--- config.mk ---
export PLATFORM = sky130hd
export DESIGN_NAME = rtc_timekeeper
export DESIGN_NICKNAME = d
export VERILOG_FILES = /design/src/rtl/rtc_pkg.sv /design/src/rtl/rtc_timekeeper.sv
export VERILOG_INCLUDE_DIRS = /design/src /design/src/rtl
export SDC_FILE = /design/constraint.sdc
export NUM_CORES = 2
export LEC_CHECK = 0
export BUFFER_PORTS_ARGS = -buffer_cell sky130_fd_sc_hd__buf_2
export CAP_MARGIN = 20
export CORE_ASPECT_RATIO = 0.7
export CORE_MARGIN = 3
export CORE_UTILIZATION = 43
export DETAILED_ROUTE_END_ITERATION = 16
export GPL_TIMING_DRIVEN = 0
export MAX_ROUTING_LAYER = met4
export SETUP_SLACK_MARGIN = 0.4
export SLEW_MARGIN = 40
export SYNTH_ARGS = -nofsm -noshare
export SYNTH_HDL_FRONTEND = slang
export SYNTH_SLANG_ARGS = --single-unit
--- constraint.sdc ---
create_clock -name clk -period 47.2 [get_ports clk]
set_input_delay 7.08 -clock clk [delete_from_list [all_inputs] [get_ports clk]]
set_output_delay 7.08 -clock clk [all_outputs]
set_load 0.1 [all_outputs]
--- src/rtl/rtc_consts.svh ---
// Constants for the real-time clock and calendar block: port addresses,
// register indices, field positions, reset values and timing counts.
// Assumes it is included by bare name from the package and the design.
// Function
// - Host access blocked until both interface bits set.
// - Index port selects location, data port accesses it.
// - Time 00-09, control 0A-0D, RAM 0E-3F, 7F.
// - Twelve-hour hours carry PM in top bit.
// - Divide crystal ticks down to one-second update.
// - Rate field picks one of thirteen divider taps.
// - Divider reset code holds chain at zero.
// - First update and periodic event half-phased.
// - Format bit selects binary or BCD encoding.
// - Hour-format bit selects 12 or 24 hours.
// - Daylight saving skips two to three in April.
// - Daylight saving repeats one o'clock late October.
// - Leap-year February has twenty-nine days.
// - Software avoids time access during update.
// - Freeze bit aborts and blocks time updates.
// - No update for 999 ms after update ends.
// - Pending flag rises 244 us before update.
// - Periodic event leaves half period plus margin; rate codes 3 and 4 leave half a period only, code 5 lands on the update tick.
// - Matching alarm sets flag and drives interrupt.
// - Alarm byte with top two bits set matches.
// - Date alarm only in lockout, binary, 01-1F.
// - Rate code zero none, codes 3-15 doubling periods, codes 1 and 2 repeat 8 and 9.
// - Divider codes: off, normal, test, reset.
// - Flag register read clears flags, new events survive.
`ifndef RTC_CONSTS_SVH
`define RTC_CONSTS_SVH

`define PORT_INDEX      16'h0070
`define PORT_DATA       16'h0071
`define PORT_BUS_CTL1   16'hEF00
`define PORT_BUS_CTL2   16'hEF01
`define BUS_CTL_EN_BIT  2

`define IDX_SEC         8'h00
`define IDX_ASEC        8'h01
`define IDX_MIN         8'h02
`define IDX_AMIN        8'h03
`define IDX_HOUR        8'h04
`define IDX_AHOUR       8'h05
`define IDX_WDAY        8'h06
`define IDX_MDAY        8'h07
`define IDX_MONTH       8'h08
`define IDX_YEAR        8'h09
`define IDX_CTL_A       8'h0A
`define IDX_CTL_B       8'h0B
`define IDX_FLAGS       8'h0C
`define IDX_STATUS      8'h0D
`define IDX_RAM_FIRST   8'h0E
`define IDX_RAM_LAST    8'h3F
`define IDX_AMDAY       8'h7F
`define RAM_BYTES       50

`define B_FREEZE        7
`define B_PIE           6
`define B_ALARM_IRQ     5
`define B_UIE           4
`define B_BIN           2
`define B_H24           1
`define B_DST           0

`define DIV_NORMAL      3'b010
`define DIV_BITS        15
`define UPDATE_TAP      14
`define AMDAY_MAX       8'h1F

`define RST_CTL_A       7'h00
`define RST_CTL_B       8'h02
`define STATUS_VALUE    8'h80
`define UNMAPPED_DATA   8'h00

`define CRYSTAL_HZ      32768
`define PENDING_US      244
`define PENDING_TICKS   4'(((`PENDING_US * `CRYSTAL_HZ) + 999999) / 1000000)

`endif

--- src/rtl/rtc_pkg.sv ---
// Types shared by the clock block and its bench.
// Assumes the constants header is on the include path.
`include "rtc_consts.svh"
package rtc_pkg;

  // One host I/O request; ports are 16-bit I/O addresses.
  typedef struct packed {
    logic [15:0] addr;
    logic [7:0]  wdata;
    logic        wr;
    logic        rd;
  } host_req_t;

  // Complete state of the clock block.
  typedef struct packed {
    logic [7:0]                     bus_ctl1;
    logic [7:0]                     bus_ctl2;
    logic [7:0]                     index;
    logic [7:0]                     sec;
    logic [7:0]                     asec;
    logic [7:0]                     min;
    logic [7:0]                     amin;
    logic [7:0]                     hour;
    logic [7:0]                     ahour;
    logic [7:0]                     wday;
    logic [7:0]                     mday;
    logic [7:0]                     month;
    logic [7:0]                     year;
    logic [7:0]                     amday;
    logic [6:0]                     ctla;
    logic [7:0]                     ctlb;
    logic                           pf;
    logic                           af;
    logic                           uf;
    logic                           irq;
    logic [`DIV_BITS-1:0]           div;
    logic                           xtal_prev;
    logic                           xout;
    logic                           update_pending_flag;
    logic [3:0]                     pending_cnt;
    logic                           dst_done;
    logic [7:0]                     rdata;
    logic [`RAM_BYTES-1:0][7:0]     ram;
  } state_t;

endpackage : rtc_pkg

--- src/rtl/rtc_timekeeper.sv ---
// Real-time clock and calendar with index/data host port and backup RAM.
// Assumes the crystal input is already synchronous to clk and far slower,
// and that the host holds wr or rd high for one clk cycle per access.
`include "rtc_consts.svh"
module rtc_timekeeper (
  input  wire logic               clk,
  input  wire logic               rst,
  input  wire rtc_pkg::host_req_t host_req,
  output logic [7:0]              host_rdata,
  input  wire logic               crystal_in,
  output logic                    crystal_out,
  input  wire logic               lockout,
  output logic                    rtc_irq_n
);

  rtc_pkg::state_t state_reg;
  rtc_pkg::state_t state_next;

  // Register value to plain binary.
  function automatic logic [7:0] to_bin(input logic [7:0] v, input logic bin);
    return bin ? v : ({4'h0, v[7:4]} * 8'd10) + {4'h0, v[3:0]};
  endfunction : to_bin

  // Plain binary (0-99) to register value.
  function automatic logic [7:0] from_bin(input logic [7:0] v, input logic bin);
    return bin ? v : {4'(v / 8'd10), 4'(v % 8'd10)};
  endfunction : from_bin

  // Last day of a month; only the two-digit year decides leap years.
  function automatic logic [7:0] month_len(input logic [7:0] mo, input logic [7:0] yr);
    case (mo)
      8'h02:                      month_len = (yr[1:0] == 2'b00) ? 8'h1D : 8'h1C;
      8'h04, 8'h06, 8'h09, 8'h0B: month_len = 8'h1E;
      default:                    month_len = 8'h1F;
    endcase
  endfunction : month_len

  // One alarm byte against its time byte, with the don't-care code.
  function automatic logic alarm_hit(input logic [7:0] a, input logic [7:0] t);
    return (a[7:6] == 2'b11) || (a == t);
  endfunction : alarm_hit

  logic                 tick;
  logic                 running;
  logic                 rtc_en;
  logic                 bin;
  logic                 h24mode;
  logic [3:0]           periodic_rate_select;
  logic [3:0]           tap;
  logic [`DIV_BITS-1:0] rise;
  logic                 do_update;
  logic                 pf_set;
  logic                 af_set;
  logic                 uf_set;
  logic                 flag_clr;
  logic                 date_cmp;
  logic [7:0]           s;
  logic [7:0]           mi;
  logic [7:0]           h;
  logic [7:0]           h12;
  logic [7:0]           d;
  logic [7:0]           mo;
  logic [7:0]           y;
  logic [7:0]           wd;
  logic                 spring;
  logic                 fall;
  logic [7:0]           rd_val;
  logic [7:0]           ram_ix;

  // Next-state logic for the whole block.
  always_comb begin
    state_next = state_reg;
    tick       = crystal_in & ~state_reg.xtal_prev;
    state_next.xtal_prev = crystal_in;
    bin        = state_reg.ctlb[`B_BIN];
    h24mode    = state_reg.ctlb[`B_H24];
    periodic_rate_select = state_reg.ctla[3:0];
    rtc_en     = state_reg.bus_ctl1[`BUS_CTL_EN_BIT] & state_reg.bus_ctl2[`BUS_CTL_EN_BIT];
    // Codes 000 and 001 stop the oscillator; test codes count like normal.
    running    = state_reg.ctla[6:5] != 2'b00;
    do_update  = 1'b0;
    pf_set     = 1'b0;
    af_set     = 1'b0;
    uf_set     = 1'b0;
    flag_clr   = 1'b0;
    spring     = 1'b0;
    fall       = 1'b0;
    rd_val     = `UNMAPPED_DATA;
    ram_ix     = state_reg.index - `IDX_RAM_FIRST;
    s = 8'h00; mi = 8'h00; h = 8'h00; h12 = 8'h00;
    d = 8'h00; mo = 8'h00; y = 8'h00; wd = 8'h00;
    date_cmp   = 1'b0;

    // Divider chain; the reset code pins every stage at zero.
    if (state_reg.ctla[6:5] == 2'b11) begin
      state_next.div = '0;
    end else if (tick && running) begin
      state_next.div = state_reg.div + 1'b1;
    end
    // The crystal is passed back out while the oscillator runs.
    state_next.xout = running & ~crystal_in;
    // A stage rising marks its tap; each first rises half its period in.
    rise = ~state_reg.div & state_next.div;

    // Rate codes 1 and 2 reuse the taps of codes 8 and 9.
    case (periodic_rate_select)
      4'h1:    tap = 4'd6;
      4'h2:    tap = 4'd7;
      default: tap = periodic_rate_select - 4'd2;
    endcase
    pf_set = (periodic_rate_select != 4'h0) && rise[tap];

    // Pending flag goes up at the one-second tap, update follows 244 us later.
    // Periodic taps share this chain; tap 3 (rate code 5) rises on the same tick as the update.
    if (state_reg.ctlb[`B_FREEZE]) begin
      state_next.update_pending_flag = 1'b0;
      state_next.pending_cnt         = 4'h0;
    end else if (rise[`UPDATE_TAP]) begin
      state_next.update_pending_flag = 1'b1;
      state_next.pending_cnt         = `PENDING_TICKS;
    end else if (state_reg.update_pending_flag && tick) begin
      state_next.pending_cnt = state_reg.pending_cnt - 4'h1;
      if (state_reg.pending_cnt == 4'h1) begin
        state_next.update_pending_flag = 1'b0;
        do_update                      = 1'b1;
      end
    end

    // One-second update done in binary, then re-encoded.
    if (do_update) begin
      s   = to_bin(state_reg.sec, bin);
      mi  = to_bin(state_reg.min, bin);
      h12 = to_bin({1'b0, state_reg.hour[6:0]}, bin);
      d   = to_bin(state_reg.mday, bin);
      mo  = to_bin(state_reg.month, bin);
      y   = to_bin(state_reg.year, bin);
      wd  = state_reg.wday;
      if (h24mode) begin
        h = h12;
      end else if (h12 == 8'd12) begin
        h = state_reg.hour[7] ? 8'd12 : 8'd0;
      end else begin
        h = state_reg.hour[7] ? h12 + 8'd12 : h12;
      end
      // Daylight saving checks are made on the 1:59:59 second.
      if (state_reg.ctlb[`B_DST] && s == 8'd59 && mi == 8'd59 && h == 8'd1 && wd == 8'h01) begin
        spring = (mo == 8'd4) && (d <= 8'd7);
        fall   = (mo == 8'd10) && (d >= 8'd25) && !state_reg.dst_done;
      end
      if (s == 8'd59) begin
        s = 8'd0;
        if (mi == 8'd59) begin
          mi = 8'd0;
          if (spring) begin
            h = 8'd3;
          end else if (fall) begin
            h = 8'd1;
            state_next.dst_done = 1'b1;
          end else if (h == 8'd23) begin
            h  = 8'd0;
            wd = (wd >= 8'h07) ? 8'h01 : wd + 8'h01;
            state_next.dst_done = 1'b0;
            if (d >= month_len(mo, y)) begin
              d = 8'd1;
              if (mo >= 8'd12) begin
                mo = 8'd1;
                y  = (y >= 8'd99) ? 8'd0 : y + 8'd1;
              end else begin
                mo = mo + 8'd1;
              end
            end else begin
              d = d + 8'd1;
            end
          end else begin
            h = h + 8'd1;
          end
        end else begin
          mi = mi + 8'd1;
        end
      end else begin
        s = s + 8'd1;
      end
      state_next.sec   = from_bin(s, bin);
      state_next.min   = from_bin(mi, bin);
      state_next.mday  = from_bin(d, bin);
      state_next.month = from_bin(mo, bin);
      state_next.year  = from_bin(y, bin);
      state_next.wday  = wd;
      if (h24mode) begin
        state_next.hour = from_bin(h, bin);
      end else begin
        h12 = (h == 8'd0) ? 8'd12 : (h > 8'd12) ? h - 8'd12 : h;
        h12 = from_bin(h12, bin);
        state_next.hour = {h >= 8'd12, h12[6:0]};
      end
      uf_set = 1'b1;
      // Date alarm joins the compare only in lockout, binary, 01-1F.
      date_cmp = lockout && bin && state_reg.amday != 8'h00
                 && state_reg.amday <= `AMDAY_MAX;
      af_set = alarm_hit(state_reg.asec, state_next.sec)
               && alarm_hit(state_reg.amin, state_next.min)
               && alarm_hit(state_reg.ahour, state_next.hour)
               && (!date_cmp || state_reg.amday == state_next.mday);
    end

    // Read side of the data port.
    case (state_reg.index)
      `IDX_SEC:    rd_val = state_reg.sec;
      `IDX_ASEC:   rd_val = state_reg.asec;
      `IDX_MIN:    rd_val = state_reg.min;
      `IDX_AMIN:   rd_val = state_reg.amin;
      `IDX_HOUR:   rd_val = state_reg.hour;
      `IDX_AHOUR:  rd_val = state_reg.ahour;
      `IDX_WDAY:   rd_val = state_reg.wday;
      `IDX_MDAY:   rd_val = state_reg.mday;
      `IDX_MONTH:  rd_val = state_reg.month;
      `IDX_YEAR:   rd_val = state_reg.year;
      `IDX_CTL_A:  rd_val = {state_reg.update_pending_flag & ~state_reg.ctlb[`B_FREEZE], state_reg.ctla};
      `IDX_CTL_B:  rd_val = state_reg.ctlb;
      `IDX_FLAGS:  rd_val = {state_reg.irq, state_reg.pf, state_reg.af, state_reg.uf, 4'h0};
      `IDX_STATUS: rd_val = `STATUS_VALUE;
      `IDX_AMDAY:  rd_val = state_reg.amday;
      default: begin
        if (state_reg.index >= `IDX_RAM_FIRST && state_reg.index <= `IDX_RAM_LAST) begin
          rd_val = state_reg.ram[ram_ix[5:0]];
        end
      end
    endcase

    // Host port; interface enable bytes are always reachable.
    if (host_req.wr) begin
      if (host_req.addr == `PORT_BUS_CTL1) begin
        state_next.bus_ctl1 = host_req.wdata;
      end else if (host_req.addr == `PORT_BUS_CTL2) begin
        state_next.bus_ctl2 = host_req.wdata;
      end else if (rtc_en && host_req.addr == `PORT_INDEX) begin
        state_next.index = host_req.wdata;
      end else if (rtc_en && !lockout && host_req.addr == `PORT_DATA) begin
        // A host write lands after the update, so software loads win.
        case (state_reg.index)
          `IDX_SEC:   state_next.sec   = host_req.wdata;
          `IDX_ASEC:  state_next.asec  = host_req.wdata;
          `IDX_MIN:   state_next.min   = host_req.wdata;
          `IDX_AMIN:  state_next.amin  = host_req.wdata;
          `IDX_HOUR:  state_next.hour  = host_req.wdata;
          `IDX_AHOUR: state_next.ahour = host_req.wdata;
          `IDX_WDAY:  state_next.wday  = host_req.wdata;
          `IDX_MDAY:  state_next.mday  = host_req.wdata;
          `IDX_MONTH: state_next.month = host_req.wdata;
          `IDX_YEAR:  state_next.year  = host_req.wdata;
          `IDX_CTL_A: state_next.ctla  = host_req.wdata[6:0];
          `IDX_CTL_B: state_next.ctlb  = host_req.wdata;
          `IDX_AMDAY: state_next.amday = host_req.wdata;
          default: begin
            if (state_reg.index >= `IDX_RAM_FIRST && state_reg.index <= `IDX_RAM_LAST) begin
              state_next.ram[ram_ix[5:0]] = host_req.wdata;
            end
          end
        endcase
      end
    end

    // Reads return data one cycle later; disabled or other ports read zero.
    state_next.rdata = `UNMAPPED_DATA;
    if (host_req.rd) begin
      if (host_req.addr == `PORT_BUS_CTL1) begin
        state_next.rdata = state_reg.bus_ctl1;
      end else if (host_req.addr == `PORT_BUS_CTL2) begin
        state_next.rdata = state_reg.bus_ctl2;
      end else if (rtc_en && host_req.addr == `PORT_INDEX) begin
        state_next.rdata = state_reg.index;
      end else if (rtc_en && host_req.addr == `PORT_DATA) begin
        state_next.rdata = rd_val;
        flag_clr = state_reg.index == `IDX_FLAGS;
      end
    end

    // Reading the flag register clears; an event in the same cycle wins.
    state_next.pf  = (state_reg.pf & ~flag_clr) | pf_set;
    state_next.af  = (state_reg.af & ~flag_clr) | af_set;
    state_next.uf  = (state_reg.uf & ~flag_clr) | uf_set;
    state_next.irq = (state_next.pf & state_next.ctlb[`B_PIE])
                   | (state_next.af & state_next.ctlb[`B_ALARM_IRQ])
                   | (state_next.uf & state_next.ctlb[`B_UIE]);
  end

  // State register; time and RAM reset to zero so simulation starts defined.
  always_ff @(posedge clk or posedge rst) begin
    if (rst) begin
      state_reg      <= '0;
      state_reg.ctla <= `RST_CTL_A;
      state_reg.ctlb <= `RST_CTL_B;
    end else begin
      state_reg <= state_next;
    end
  end

  // Outputs straight from flip-flops.
  assign host_rdata  = state_reg.rdata;
  assign crystal_out = state_reg.xout;
  assign rtc_irq_n   = ~state_reg.irq;

endmodule : rtc_timekeeper

==> results.md <==
* Most common cell in the netlist: dfrtp_1
* Buf+Inv Stages, Crit Path at 17
* First-pass GRT wire length at ~180 mm
* Max reg flops at between 500 and 600
* H-tree depth at 2
* Die ar. at 85730 sq um
* Avg Cell Area, Syn at roughly 11 sq um
* Minimum clock period at roughly 13 ns
* Power per cell area at 24.67 nW/um^2
* Most frequent cells after synthesis: 561 x dfrtp_1, 503 x mux2_2, 239 x nor2_1
* CTS max path bufs at 3
* Worst min path class: flop to flop
* Final cell count without fillers at between 4000 and 5000
* Core Region at between 80000 and 90000 sq um
* Max Transition Viols Final at 0
* Final #Nets at 3493
* CTS Sinks at 562
* Largest cells by area after synthesis: dfrtp_1 40%, mux2_2 16%, mux4_2 7.8%
* Clk Latency, worst-skew pair at about 0.63 ns
* Final WL at roughly 120 mm
* Fmax at 76.55 MHz
* CP dominant cell by count: buf_2
* Worst Setup Start Kind: flop
* Final instance area at around 40000 sq um
* Family with the most delay on the worst path: buffers and inverters
* Slowest-stage cell, CP: buf_1
* Avg WL per Cell at roughly 27 um
* Sequential share of the synthesized area at 0.3979
* Initial Util at 0.4364
* GPL Wtd Cong at 0.9894
* Ys async rst share at 1.000
* Antenna violations before repair at 3
* Synth Cell Area at 35340 sq um
* Warnings from Yosys at 0
* Layout cells sized above 1 at 0.2748
* Vias per cell at between 6 and 7
* Vias in the first global route at 26906
* Worst-path clk slew at ~0.070 ns
* Die H at approximately 250 um
* Outcome: complete, no violations
* DRC violations left at 0
* Num CTS Buffers at 54
* CTS tree: done
* CP Capture Type: flop
* Maximum number of pins on one net before global-route repair at 80
* Clk root buf: clkbuf_16
* Static Leak at 17.65 nW
* Mapped Cells at ~3300
* Hold-fix buffers, CTS at 0
* Final Setup Violations at 0
* Io pins at 40
* Placed cell area at around 37000 sq um
* Register bit total from synthesis at 562
* Fin crit share at 0.2768
* Synth area leader: dfrtp_1
* Grt ovf at 0
* Final Power at roughly 0.00096 W
* Post-synth EDFFs at 0
* Kind of critical path: flop to flop
* Total Negative Setup Slacks at 0 ns
* Total track usage at 0.2874
* Placed insts at ~4400
* Vias at approximately 29000
* Detail Placement HPWL at about 90 mm
* Horiz. Die Dim at roughly 350 um
* Worst-Margin Slew at between 0.9 and 1 ns
* Setup repair bufs after CTS at 0
* Top_reg_cell synth: dfrtp_1
* Clk_skew at between 0.02 and 0.025 ns
* Fillers at around 7400
* Cell variety after synth at approximately 120
* RSZ-0062 raised after global routing: false
* WP data required at around 48 ns
* Layout area overhead at 10.56%
* PortBufs at 31
* Final hold vios at 0
* Peak VDD IR at roughly 0.000024 V
* Largest stage delay on the critical path at 0.73 ns
* DRT iter0 DRCs at between 3000 and 4000
* Count of antenna-violating nets left after detailed routing at 0
* Site row count at 87
* Relative slew slack at 0.3569
* Max cap viols at 0
* Crit path DAT at 13.62 ns
* Area share of the largest cell type after synthesis at 0.3972
* Cts repair resizes at 0
* Drt pass-1 iters at 6
* Synth Net Count at roughly 3400
* Crit-path max FO at 10
-- stage by stage --
step             util  hold WS, ns  setup WS [ns]
6_report       0.4825       0.5010          34.14
5_1_grt        0.4825       0.5098          33.63
4_1_cts        0.4816       0.4991          33.79
3_5_place_dp   0.4596       0.4830          33.81
3_3_place_gp   0.4548       0.4797          17.63
2_1_floorplan       -       0.4579          24.40
-- report_power, final --
group           total, W  internal, W  leakage (nW)  switching [W]
Sequential      0.000482     0.000482          7.83   0.0000000983
Clock           0.000452     0.000255         0.865       0.000197
Combinational  0.0000300   0.00000462          8.96      0.0000254
Total           0.000964     0.000742          17.7       0.000222
-- layer usage --
layer	wire (um)	share of wire	global-route usage	up-vias
met1	57950	0.48	0.4326	14581
li1	-	-	-	12451
met5	0	0	-	-
met3	14950	0.12	0.1091	161
met2	45780	0.38	0.3580	1340
met4	2541	0.021	0.06042	0
-- cell usage in the layout, fill, tap and decap left out, types with 30 or more instances in the layout --
cell	n
a21oi_1	156
a22oi_1	41
a31oi_1	34
and2_1	31
buf_2	56
clkbuf_1	126
clkbuf_16	55
clkbuf_2	46
dfrtp_1	561
ha_1	80
inv_1	55
mux2_2	503
mux2i_1	52
mux4_2	122
nand2_1	235
nand3_1	83
nand4_1	30
nor2_1	216
nor3_1	72
o21ai_0	114
xnor2_1	65
xor2_1	45
-- path summary, 6_finish.rpt --
kind / slack (ns) / depth (start not counted) / to / start
max: 34.14 / 39 / state_reg[431]$_DFF_PP0_ / bin$_DFFE_PP0P_
min: 0.50 / 1 / state_reg[307]$_DFFE_PP0P_ / state_reg[307]$_DFFE_PP0P_
max reg2reg: 34.14 / 39 / state_reg[431]$_DFF_PP0_ / bin$_DFFE_PP0P_
min reg2reg: 0.50 / 1 / state_reg[307]$_DFFE_PP0P_ / state_reg[307]$_DFFE_PP0P_
max in group asynchronous: 39.16 / 5 / state_reg[412]$_DFFE_PP0P_ / rst
min in group asynchronous: 6.46 / 2 / state_reg[317]$_DFFE_PP0P_ / rst
-- cell type report --
cell class	instances	area (sq um)	area share
Clock buffer	83	1562	0.03996
Inverter	62	240.2	0.006148
Timing Repair Buffer	43	386.6	0.009894
Sequential cell	562	14060	0.3599
Antenna cell	3	7.507	0.0001921
Clock inverter	15	222.7	0.005699
Tap cell	1068	1336	0.03420
Buffer	206	942.2	0.02411
Multi-Input combinational cell	2443	20320	0.5199
-- logic make-up (layout without fill, tap and decap cells) --
family	after synthesis	in the layout	synth area share
xor+xnor	111	111	0.02772
simple gates	904	904	0.1272
other cells	0	3	0
flops	562	562	0.3979
mux	679	679	0.2535
fa+ha+maj	98	98	0.03653
compound gates	651	651	0.1260
buf+inv	268	409	0.03122
Power figures use the tool's default switching activity.
